$ cat src/hw/desync_pkg.sv
/*
 Shared constants for the gapped-clock mapper and the de-synchronizer.
 Assumes a 100 MHz hclk; one 51.84 MHz slot is stood in by two hclk.
*/
package desync_pkg;
   // Burst shapes: slots per burst and clock pulses per burst
   localparam logic [3:0] P1_LEN = 4'h8;
   localparam logic [3:0] P1_PULSES = 4'h7;
   localparam logic [3:0] P2_LEN = 4'h6;
   localparam logic [3:0] P2_PULSES = 4'h5;
   localparam logic [3:0] P3_LEN = 4'h6;
   localparam logic [3:0] P3_PULSES = 4'h6;
   // Burst counts inside each major pattern
   localparam logic [6:0] P1_REPEAT = 7'h3f;
   localparam logic [6:0] A_P2_REPEAT = 7'h24;
   localparam logic [6:0] B_P2_REPEAT = 7'h23;
   // Mapper registers on AHB-Lite
   localparam logic [7:0] CTRL_OFF = 8'h00;
   localparam logic [7:0] SUPER_OFF = 8'h04;
   localparam logic [7:0] PULSE_OFF = 8'h08;
   localparam logic [7:0] POS_OFF = 8'h0c;
   localparam int unsigned CTRL_EN_BIT = 0;
   localparam logic CTRL_EN_RESET = 1'h0;
   localparam logic [6:0] LFSR_SEED = 7'h7f;
   // Device jitter attenuator control registers
   localparam logic [7:0] JA_CH0_OFF = 8'h07;
   localparam logic [7:0] JA_CH1_OFF = 8'h0f;
   localparam logic [7:0] JA_CH2_OFF = 8'h17;
   localparam logic [7:0] ATTENUATOR_FLUSH_VAL = 8'h03;
   localparam logic [7:0] JA_RW_MASK = 8'h1f;
   localparam int unsigned FAST_DIS_BIT = 4;
   localparam int unsigned FLUSH_BIT = 3;
   localparam int unsigned DEPTH_HI_BIT = 2;
   localparam int unsigned ON_TX_BIT = 1;
   localparam int unsigned DEPTH_LO_BIT = 0;
   // Output clock NCO, 16-bit phase per hclk
   localparam logic [15:0] NCO_STEP_NOM = 16'h6e76;
   localparam logic [15:0] NCO_CORR_SLOW = 16'h0010;
   localparam logic [15:0] NCO_CORR_FAST = 16'h0200;
   // Reacquisition window
   localparam int unsigned REACQ_MS = 50;
   localparam int unsigned HCLK_MHZ = 100;
   localparam int unsigned REACQ_CYCLES = REACQ_MS * HCLK_MHZ * 1000;

   typedef enum logic [1:0] {MAJ_A1, MAJ_A2, MAJ_B} major_t;
endpackage : desync_pkg

$ cat src/hw/link_if.sv
/*
 Link between mapper and de-synchronizer: gapped clock and data.
 Assumes the mapper drives both; data changes while the clock is low.
*/
`timescale 1ns/1ns
interface link_if;
   logic tx_clock_in;
   logic tx_data;
   modport mapper (output tx_clock_in, output tx_data);
   modport device (input tx_clock_in, input tx_data);
endinterface : link_if

$ cat src/hw/gap_mapper.sv
/*
 Mapper end: AHB-Lite slave that produces the gapped super pattern.
 Assumes one AHB-Lite master and this slave alone on the bus.
*/
`timescale 1ns/1ns
module gap_mapper (
   input wire logic hclk,
   input wire logic hresetn,
   input wire logic hsel,
   input wire logic [31:0] haddr,
   input wire logic [1:0] htrans,
   input wire logic hwrite,
   input wire logic [2:0] hsize,
   input wire logic [31:0] hwdata,
   input wire logic hready,
   output logic [31:0] hrdata,
   output logic hreadyout,
   output logic hresp,
   link_if.mapper lk
);
   import desync_pkg::*;

   typedef struct packed {
      logic en;
      logic half;
      desync_pkg::major_t major;
      logic [6:0] burst;
      logic [3:0] pos;
      logic clk;
      logic dat;
      logic [6:0] lfsr;
      logic [15:0] supers;
      logic [31:0] pulses;
      logic wr_pend;
      logic [7:0] waddr;
      logic [31:0] rdata;
      logic ready;
   } state_t;

   state_t s_r;
   state_t s_nxt;

   // Slots in the current burst
   function automatic logic [3:0] burst_len(major_t m, logic [6:0] b);
      if (b < P1_REPEAT) begin
         burst_len = P1_LEN;
      end else if (m == MAJ_B && b == P1_REPEAT + B_P2_REPEAT) begin
         burst_len = P3_LEN;
      end else begin
         burst_len = P2_LEN;
      end
   endfunction : burst_len

   // Pulses in the current burst
   function automatic logic [3:0] burst_pulses(major_t m, logic [6:0] b);
      if (b < P1_REPEAT) begin
         burst_pulses = P1_PULSES;
      end else if (m == MAJ_B && b == P1_REPEAT + B_P2_REPEAT) begin
         burst_pulses = P3_PULSES;
      end else begin
         burst_pulses = P2_PULSES;
      end
   endfunction : burst_pulses

   // Last burst of a major pattern
   function automatic logic last_burst(major_t m, logic [6:0] b);
      if (m == MAJ_B) begin
         last_burst = (b == P1_REPEAT + B_P2_REPEAT);
      end else begin
         last_burst = (b == P1_REPEAT + A_P2_REPEAT - 7'h01);
      end
   endfunction : last_burst

   always_comb begin
      logic [3:0] len;
      logic [3:0] npulse;
      len = burst_len(s_r.major, s_r.burst);
      npulse = burst_pulses(s_r.major, s_r.burst);
      s_nxt = s_r;
      s_nxt.ready = 1'b1;

      // Register write data phase
      s_nxt.wr_pend = 1'b0;
      if (s_r.wr_pend && s_r.waddr == CTRL_OFF) begin
         s_nxt.en = hwdata[CTRL_EN_BIT];
      end

      // Address phase
      if (hsel && htrans[1] && hready) begin
         s_nxt.wr_pend = hwrite;
         s_nxt.waddr = haddr[7:0];
         if (!hwrite) begin
            unique case (haddr[7:0])
               CTRL_OFF: begin
                  s_nxt.rdata = {31'h0, s_r.en};
               end
               SUPER_OFF: begin
                  s_nxt.rdata = {16'h0, s_r.supers};
               end
               PULSE_OFF: begin
                  s_nxt.rdata = s_r.pulses;
               end
               POS_OFF: begin
                  s_nxt.rdata = {18'h0, s_r.major, s_r.burst, s_r.pos,
                     s_r.half};
               end
               default: begin
                  s_nxt.rdata = 32'h0;
               end
            endcase
         end
      end

      // Pattern generator, two hclk per slot
      if (!s_r.en) begin
         s_nxt.half = 1'b0;
         s_nxt.clk = 1'b0;
         s_nxt.major = MAJ_A1;
         s_nxt.burst = 7'h00;
         s_nxt.pos = 4'h0;
      end else if (!s_r.half) begin
         s_nxt.half = 1'b1;
         s_nxt.clk = (s_r.pos < npulse);
      end else begin
         s_nxt.half = 1'b0;
         s_nxt.clk = 1'b0;
         if (s_r.clk) begin
            s_nxt.dat = s_r.lfsr[6];
            s_nxt.lfsr = {s_r.lfsr[5:0], s_r.lfsr[6] ^ s_r.lfsr[5]};
            s_nxt.pulses = s_r.pulses + 32'h1;
         end
         if (s_r.pos == len - 4'h1) begin
            s_nxt.pos = 4'h0;
            if (last_burst(s_r.major, s_r.burst)) begin
               s_nxt.burst = 7'h00;
               unique case (s_r.major)
                  MAJ_A1: begin
                     s_nxt.major = MAJ_A2;
                  end
                  MAJ_A2: begin
                     s_nxt.major = MAJ_B;
                  end
                  MAJ_B: begin
                     s_nxt.major = MAJ_A1;
                     s_nxt.supers = s_r.supers + 16'h1;
                  end
                  default: begin
                     s_nxt.major = MAJ_A1;
                  end
               endcase
            end else begin
               s_nxt.burst = s_r.burst + 7'h01;
            end
         end else begin
            s_nxt.pos = s_r.pos + 4'h1;
         end
      end
   end

   always_ff @(posedge hclk or negedge hresetn) begin
      if (!hresetn) begin
         s_r <= '{en: CTRL_EN_RESET, half: 1'b0, major: MAJ_A1,
            burst: 7'h00, pos: 4'h0, clk: 1'b0, dat: 1'b0,
            lfsr: LFSR_SEED, supers: 16'h0, pulses: 32'h0,
            wr_pend: 1'b0, waddr: 8'h00, rdata: 32'h0, ready: 1'b1};
      end else begin
         s_r <= s_nxt;
      end
   end

   assign hrdata = s_r.rdata;
   assign hreadyout = s_r.ready;
   assign hresp = 1'b0;
   assign lk.tx_clock_in = s_r.clk;
   assign lk.tx_data = s_r.dat;
endmodule : gap_mapper

$ cat src/flat_wrapper.sv
// flat-port wrapper written by rule: the top's interface ports become plain ports
module gap_mapper_flat import desync_pkg::*;
  (hclk, hresetn, hsel, haddr, htrans, hwrite, hsize, hwdata, hready, hrdata, hreadyout, hresp, lk_tx_clock_in, lk_tx_data);
  link_if lk_i ();
  input wire logic hclk;
  input wire logic hresetn;
  input wire logic hsel;
  input wire logic [31:0] haddr;
  input wire logic [1:0] htrans;
  input wire logic hwrite;
  input wire logic [2:0] hsize;
  input wire logic [31:0] hwdata;
  input wire logic hready;
  output logic [31:0] hrdata;
  output logic hreadyout;
  output logic hresp;
  output wire logic [$bits(lk_i.tx_clock_in)-1:0] lk_tx_clock_in;
  output wire logic [$bits(lk_i.tx_data)-1:0] lk_tx_data;
  assign lk_tx_clock_in = lk_i.tx_clock_in;
  assign lk_tx_data = lk_i.tx_data;
  gap_mapper u_core (.hclk(hclk), .hresetn(hresetn), .hsel(hsel), .haddr(haddr), .htrans(htrans), .hwrite(hwrite), .hsize(hsize), .hwdata(hwdata), .hready(hready), .hrdata(hrdata), .hreadyout(hreadyout), .hresp(hresp), .lk(lk_i));
endmodule
$ cat config.mk
export PLATFORM = sky130hd
export DESIGN_NAME = gap_mapper_flat
export DESIGN_NICKNAME = d
export VERILOG_FILES = /design/src/hw/desync_pkg.sv /design/src/hw/link_if.sv /design/src/hw/gap_mapper.sv /design/src/flat_wrapper.sv
export SDC_FILE = /design/constraint.sdc
export NUM_CORES = 1
export LEC_CHECK = 0
export ABC_AREA = 0
export BUFFER_PORTS_ARGS = -buffer_cell sky130_fd_sc_hd__buf_2
export CAP_MARGIN = 15
export CORE_MARGIN = 3
export CORE_UTILIZATION = 57
export CTS_BUF_LIST = sky130_fd_sc_hd__clkbuf_4
export DETAILED_ROUTE_END_ITERATION = 8
export PLACE_DENSITY = 0.82
export SETUP_SLACK_MARGIN = 0.2
export SYNTH_ARGS = -nofsm -noshare
export SYNTH_HDL_FRONTEND = slang
export SYNTH_SLANG_ARGS = --single-unit
export TNS_END_PERCENT = 30
$ cat constraint.sdc
create_clock -name hclk -period 2.4 [get_ports hclk]
set_input_delay 0.24 -clock hclk [delete_from_list [all_inputs] [get_ports hclk]]
set_output_delay 0.24 -clock hclk [all_outputs]
set_load 0.01 [all_outputs]
## Word-level counts from Yosys, hierarchy flattened

Index checks and enable logic that the tools add are counted.

| storage, ports and cells | value |
|---|---|
| logic and storage cells | 62 |
| register bits | 113 |
| output and inout bits | 36 |

| cells by class | value |
|---|---|
| add/subtract/negate cells | 5 |
| muxes and demuxes | 18 |
| bitwise operators | 2 |
| order comparisons | 2 |
| reductions and logical operators | 12 |
| equality and inequality tests | 10 |

Operators with widths:

| operator | count |
|---|---|
| 32-bit one-hot mux with 4 select lines | 1 |
| 41-bit 2-to-1 mux | 1 |
| 32-bit by 1-bit adder with 32-bit output (second input constant) | 1 |
| 32-bit 2-to-1 mux | 1 |
| 16-bit by 1-bit adder with 16-bit output (second input constant) | 1 |
| 8-bit by 4-bit == test with 1-bit output (second input constant) | 2 |
| 8-bit logical NOT | 2 |
| 15-bit 2-to-1 mux | 1 |
| 13-bit 2-to-1 mux | 1 |
| 4-bit 2-to-1 mux | 3 |
| 9-bit 2-to-1 mux | 1 |
| 8-bit by 3-bit == test with 1-bit output (second input constant) | 1 |
| 7-bit by 1-bit adder with 7-bit output (second input constant) | 1 |
| 7-bit == test (second input constant) | 1 |
| 7-bit by 6-bit less-than comparator with 1-bit output (second input constant) | 1 |
| 7-bit 2-to-1 mux | 1 |
| 2-bit inequality test (second input constant) | 3 |
| 3-bit AND reduction | 2 |
| 1-bit 2-to-1 mux | 5 |
| 5-bit AND reduction | 1 |
| 4-bit by 1-bit adder with 4-bit output (second input constant) | 1 |
| 4-bit == test | 1 |
| 1-bit logical AND | 4 |
| 4-bit less-than comparator | 1 |
| 9 further kinds | 11 |

## Depth between registers and ports, before layout

| depth | value |
|---|---|
| word-level depth | 11 |
| gate-level depth with buffers | 7 |
| mapped depth without buffers | 7 |

## Least setup slack after synthesis

OpenSTA, ideal clock, no wires.

| timing | value |
|---|---|
| path kind | reg2reg |
| start point | register u_core.s_r[105] in the netlist's numbering |
| end point | register u_core.s_r (netlist bit u_core.lk.tx_clock_in) |
| clock period less this slack | 1935 ps |
| data arrival time | 1810 ps |
| buffers on the path | 1 |
| stages on the path, launching flop included | 8 |
| path slack | 465 ps |
| setup time | 125 ps |
| cells stage by stage | dfrtp_1 > clkbuf_1 > and4_1 > a21oi_1 > a21oi_1 > ha_1 > a21o_1 > a2111oi_0 |

RTL lines:

| what | line | RTL |
|---|---|---|
| start, declared | gap_mapper.sv:40 | `state_t s_r;` |
| start signal, assigned | gap_mapper.sv:162 | `s_r <= '{en: CTRL_EN_RESET, half: 1'b0, major: MAJ_A1,` |
| start signal, assigned | gap_mapper.sv:167 | `s_r <= s_nxt;` |

## Worst setup path after layout

| timing | value |
|---|---|
| start point | register u_core.s_r[106] in the netlist's numbering |
| end point | register u_core.s_r[86] in the netlist's numbering |

| on the way | value |
|---|---|
| word-level cells in the longest chain between the ends | 5 |
| elaborated cells between the ends (all ways) | 9 |
| those cells by class | add/sub: 1; order compare: 1; eq/ne: 2; mux: 4; reduce/logical: 1 |

RTL lines:

| what | line |
|---|---|
| 7-bit by 6-bit less-than comparator with 1-bit output / 7-bit == test (equally long branches) | -- |
| 4-bit 2-to-1 mux / 1-bit 2-to-1 mux (equally long branches) | gap_mapper.sv:45, gap_mapper.sv:132 |
| 4-bit by 1-bit subtractor with 4-bit output / 1-bit 2-to-1 mux (equally long branches) | gap_mapper.sv:132, gap_mapper.sv:121 |
| 4-bit == test / 1-bit 2-to-1 mux (equally long branches) | gap_mapper.sv:132, gap_mapper.sv:115 |
| 5-bit AND reduction (no line) * | -- |

Every way passes the cells marked *; elsewhere a longest branch is shown, timed or not. The select of a mux whose other input is x is not followed.
A chain may end at the register's enable or synchronous reset.

==> out/results.tsv <==
metric	value	unit
Place WS	248	ps
CTS Root Cell	clkbuf_4	
post-DP HPWL	8.41	mm
Total GRT Usage	0.231	
pwr dens	638	nW/um2
DR WL/cell	17.2	um
clock-pin slew on the worst setup and hold paths	120	ps
GR Overflow Total	0	
CTS tree	yes	
Die Wd	106	um
FP Rows	35	
first drt pass iteration count	5	
Max-Cap Viols	0	
Post-Syn Area per Cell	10.4	um2
period utilization	0.908	
PortBufs	48	
clock insertion delay at the later pin of the skew report	500	ps
status	complete, no violations	
largest net degree at the start of global routing	44	
setup bufs post-CTS	0	
Ys Warns	0	
via count	4292	
CP Max Fanout	8	
area leader, netlist	dfrtp_1	
Synth top area share	0.466	
CTS sink cnt	113	
setup TNS	0	ps
Die Y	106	um
Initial Utilization	0.602	
Mapped Area	5700	um2
Cell variety after synth	46	
critical path required time	2830	ps
Slowest-stage cell, CP	dfrtp_1	
total wire length	12.3	mm
Core Footprint	9460	um2
RSZ-0062 raised after global routing	true	
Fmax achieved	459	MHz
Placer Congestion	0.871	
# DRC	0	
Leakage	3.01	nW
peak supply drop	0.389	mV
delay-heaviest family, CP	simple AND/OR/NAND/NOR gates	
Post-synth top flop	dfrtp_1	
Worst Hold Class	in2async	
DR vias/cell	5.99	
first-pass GRT wire length	20.8	mm
critical path, cell by cell	nor4bb_1 -> buf_4 -> nand4_1 -> nor4_1 -> xor2_1	
Setup Crit Path Kind	reg2reg	
io pins	110	
Slew Viols, Final	0	
Async SR Flop Fraction	1.00	
Antenna Cells	0	
die footprint	11200	um2
CTS HTree Levels	4	
Period minus WS final	2180	ps
layout cells sized above 1	0.242	
setup ws final	221	ps
final hold vios	0	
Syn Nets	628	
final setup violation count	0	
worst slew pin tran	594	ps
Initial DRC Count	314	
Seq/Total Area, Yosys	0.498	
cell count after synthesis	548	
clock skew	16.3	ps
max_slew headroom	0.604	
#FFs+latches synth	113	
number of global-route vias before repair	4284	
Post-synth EDFFs	0	
antenna violations before repair	0	
area grow syn2layout	10.2	%
Clock Tree Buf Depth	2	
top area cells in the synthesized netlist	dfrtp_1, xor2_1, mux2_2	
Crit path largest cell delay	500	ps
total CTS buffers	17	
crit end category	flip-flop	
final-stage net count	654	
Critical Path Source Type	flip-flop	
Buf+Inv Stages, Crit Path	1	
Post-DRT Antenna Nets	0	
critical path arrival	2610	ps
==> timing repair <==
item                                    in CTS  in global routing
pin swaps                                    0                  0
gates resized for setup                      1                  2
endpoints found under the hold margin       42                  0
endpoints found under the setup margin       1                  8
hold buffers                                 9                  0
==> where the power goes <==
group | total, mW | internal [mW] | switching (mW)
clock | 1.64 | 0.837 | 0.804
sequential | 2.05 | 1.97 | 0.0754
combinational | 0.318 | 0.134 | 0.183
total | 4.00 | 2.94 | 1.06
==> registers in the layout, summed over array words and instances (netlist names) <==
| signal | flops |
|---|---|
| u_core.hrdata | 32 |
| u_core.lk.tx_clock_in | 1 |
| u_core.lk.tx_data | 1 |
| u_core.s_r | 79 |
==> routing by layer <==
metal,track usage,share of wire
met2,0.374,0.49
met1,0.308,0.43
met3,0.0504,0.060
met4,0.0823,0.021
met5,0,0
==> layout make-up <==
class / count / area (um2)
clock buffers: 17 / 128
flip-flops and latches: 113 / 2840
multi-input cells: 361 / 2460
well taps: 129 / 161
repair buffers: 72 / 458
fillers: 737 / 3180
inverters: 9 / 33.8
clock inverters: 15 / 205
==> through the flow <==
stage	area [um2]	total power [mW]	hold WS, ps	instances	util
6_report	6280	4.00	223	716	0.664
5_1_grt	6280	4.18	204	716	0.664
4_1_cts	6270	4.03	191	716	0.663
3_5_place_dp	5840	2.39	221	675	0.618
3_3_place_gp	5840	2.36	221	675	0.618
2_1_floorplan	5700	2.26	-55.6	548	-
==> cells by family (layout without fill, tap and decap cells) <==
logic type      Yosys count  after routing  share of synthesized area
compound gates           75             75                     0.0949
xor+xnor                 49             49                     0.0753
fa+ha+maj                 6              6                     0.0132
buf+inv                  74            113                     0.0729
flops                   113            113                      0.498
mux                      27             27                     0.0547
other cells               2              2                    0.00132
simple gates            202            202                      0.190
==> cell usage in the layout, fill, tap and decap left out, types with 4 or more instances in the layout <==
| cell | n |
|---|---|
| dlygate4sd3_1 | 9 |
| o21ai_0 | 19 |
| dfrtp_1 | 106 |
| a22o_1 | 7 |
| a22oi_1 | 17 |
| xnor2_1 | 14 |
| and2_1 | 5 |
| buf_2 | 47 |
| nor4_1 | 20 |
| xor2_1 | 35 |
| nor2b_1 | 4 |
| nor2_1 | 11 |
| clkbuf_4 | 17 |
| mux2_2 | 23 |
| buf_4 | 15 |
| nand2_1 | 69 |
| nand3_1 | 14 |
| dfstp_2 | 7 |
| o31ai_1 | 4 |
| nor3_1 | 21 |
| bufinv_16 | 4 |
| a22o_2 | 10 |
| and3_1 | 9 |
| a21oi_1 | 6 |
| ha_1 | 6 |
| and4_1 | 8 |
| nand4_1 | 25 |
| inv_1 | 9 |
==> cells in the mapped netlist, drive strengths merged (8+ instances only) <==
cell      n
nor4     21
dfrtp   106
nand4    25
nor2     11
a22o     17
and4      8
nor3     21
clkbuf   25
xor2     35
xnor2    14
nand2    69
inv       9
nand3    14
and3      9
mux2     23
buf      40
o21ai    19
a22oi    17
==> worst paths after layout <==
| kind | start | to | slack [ps] | cells past startpoint |
|---|---|---|---|---|
| setup reg to reg | u_core.s_r[106] | u_core.s_r[86] | 220 | 5 |
| hold reg to reg | u_core.s_r[93] | u_core.s_r[94] | 460 | 2 |
| max in group asynchronous | hresetn | u_core.s_r[35] | 1350 | 3 |
| min in group hclk | htrans[1] | u_core.s_r[41] | 230 | 3 |
| setup / recovery | u_core.s_r[106] | u_core.s_r[86] | 220 | 5 |
| hold / removal | hresetn | u_core.hrdata[30] | 220 | 2 |
Power figures use the tool's default switching activity.
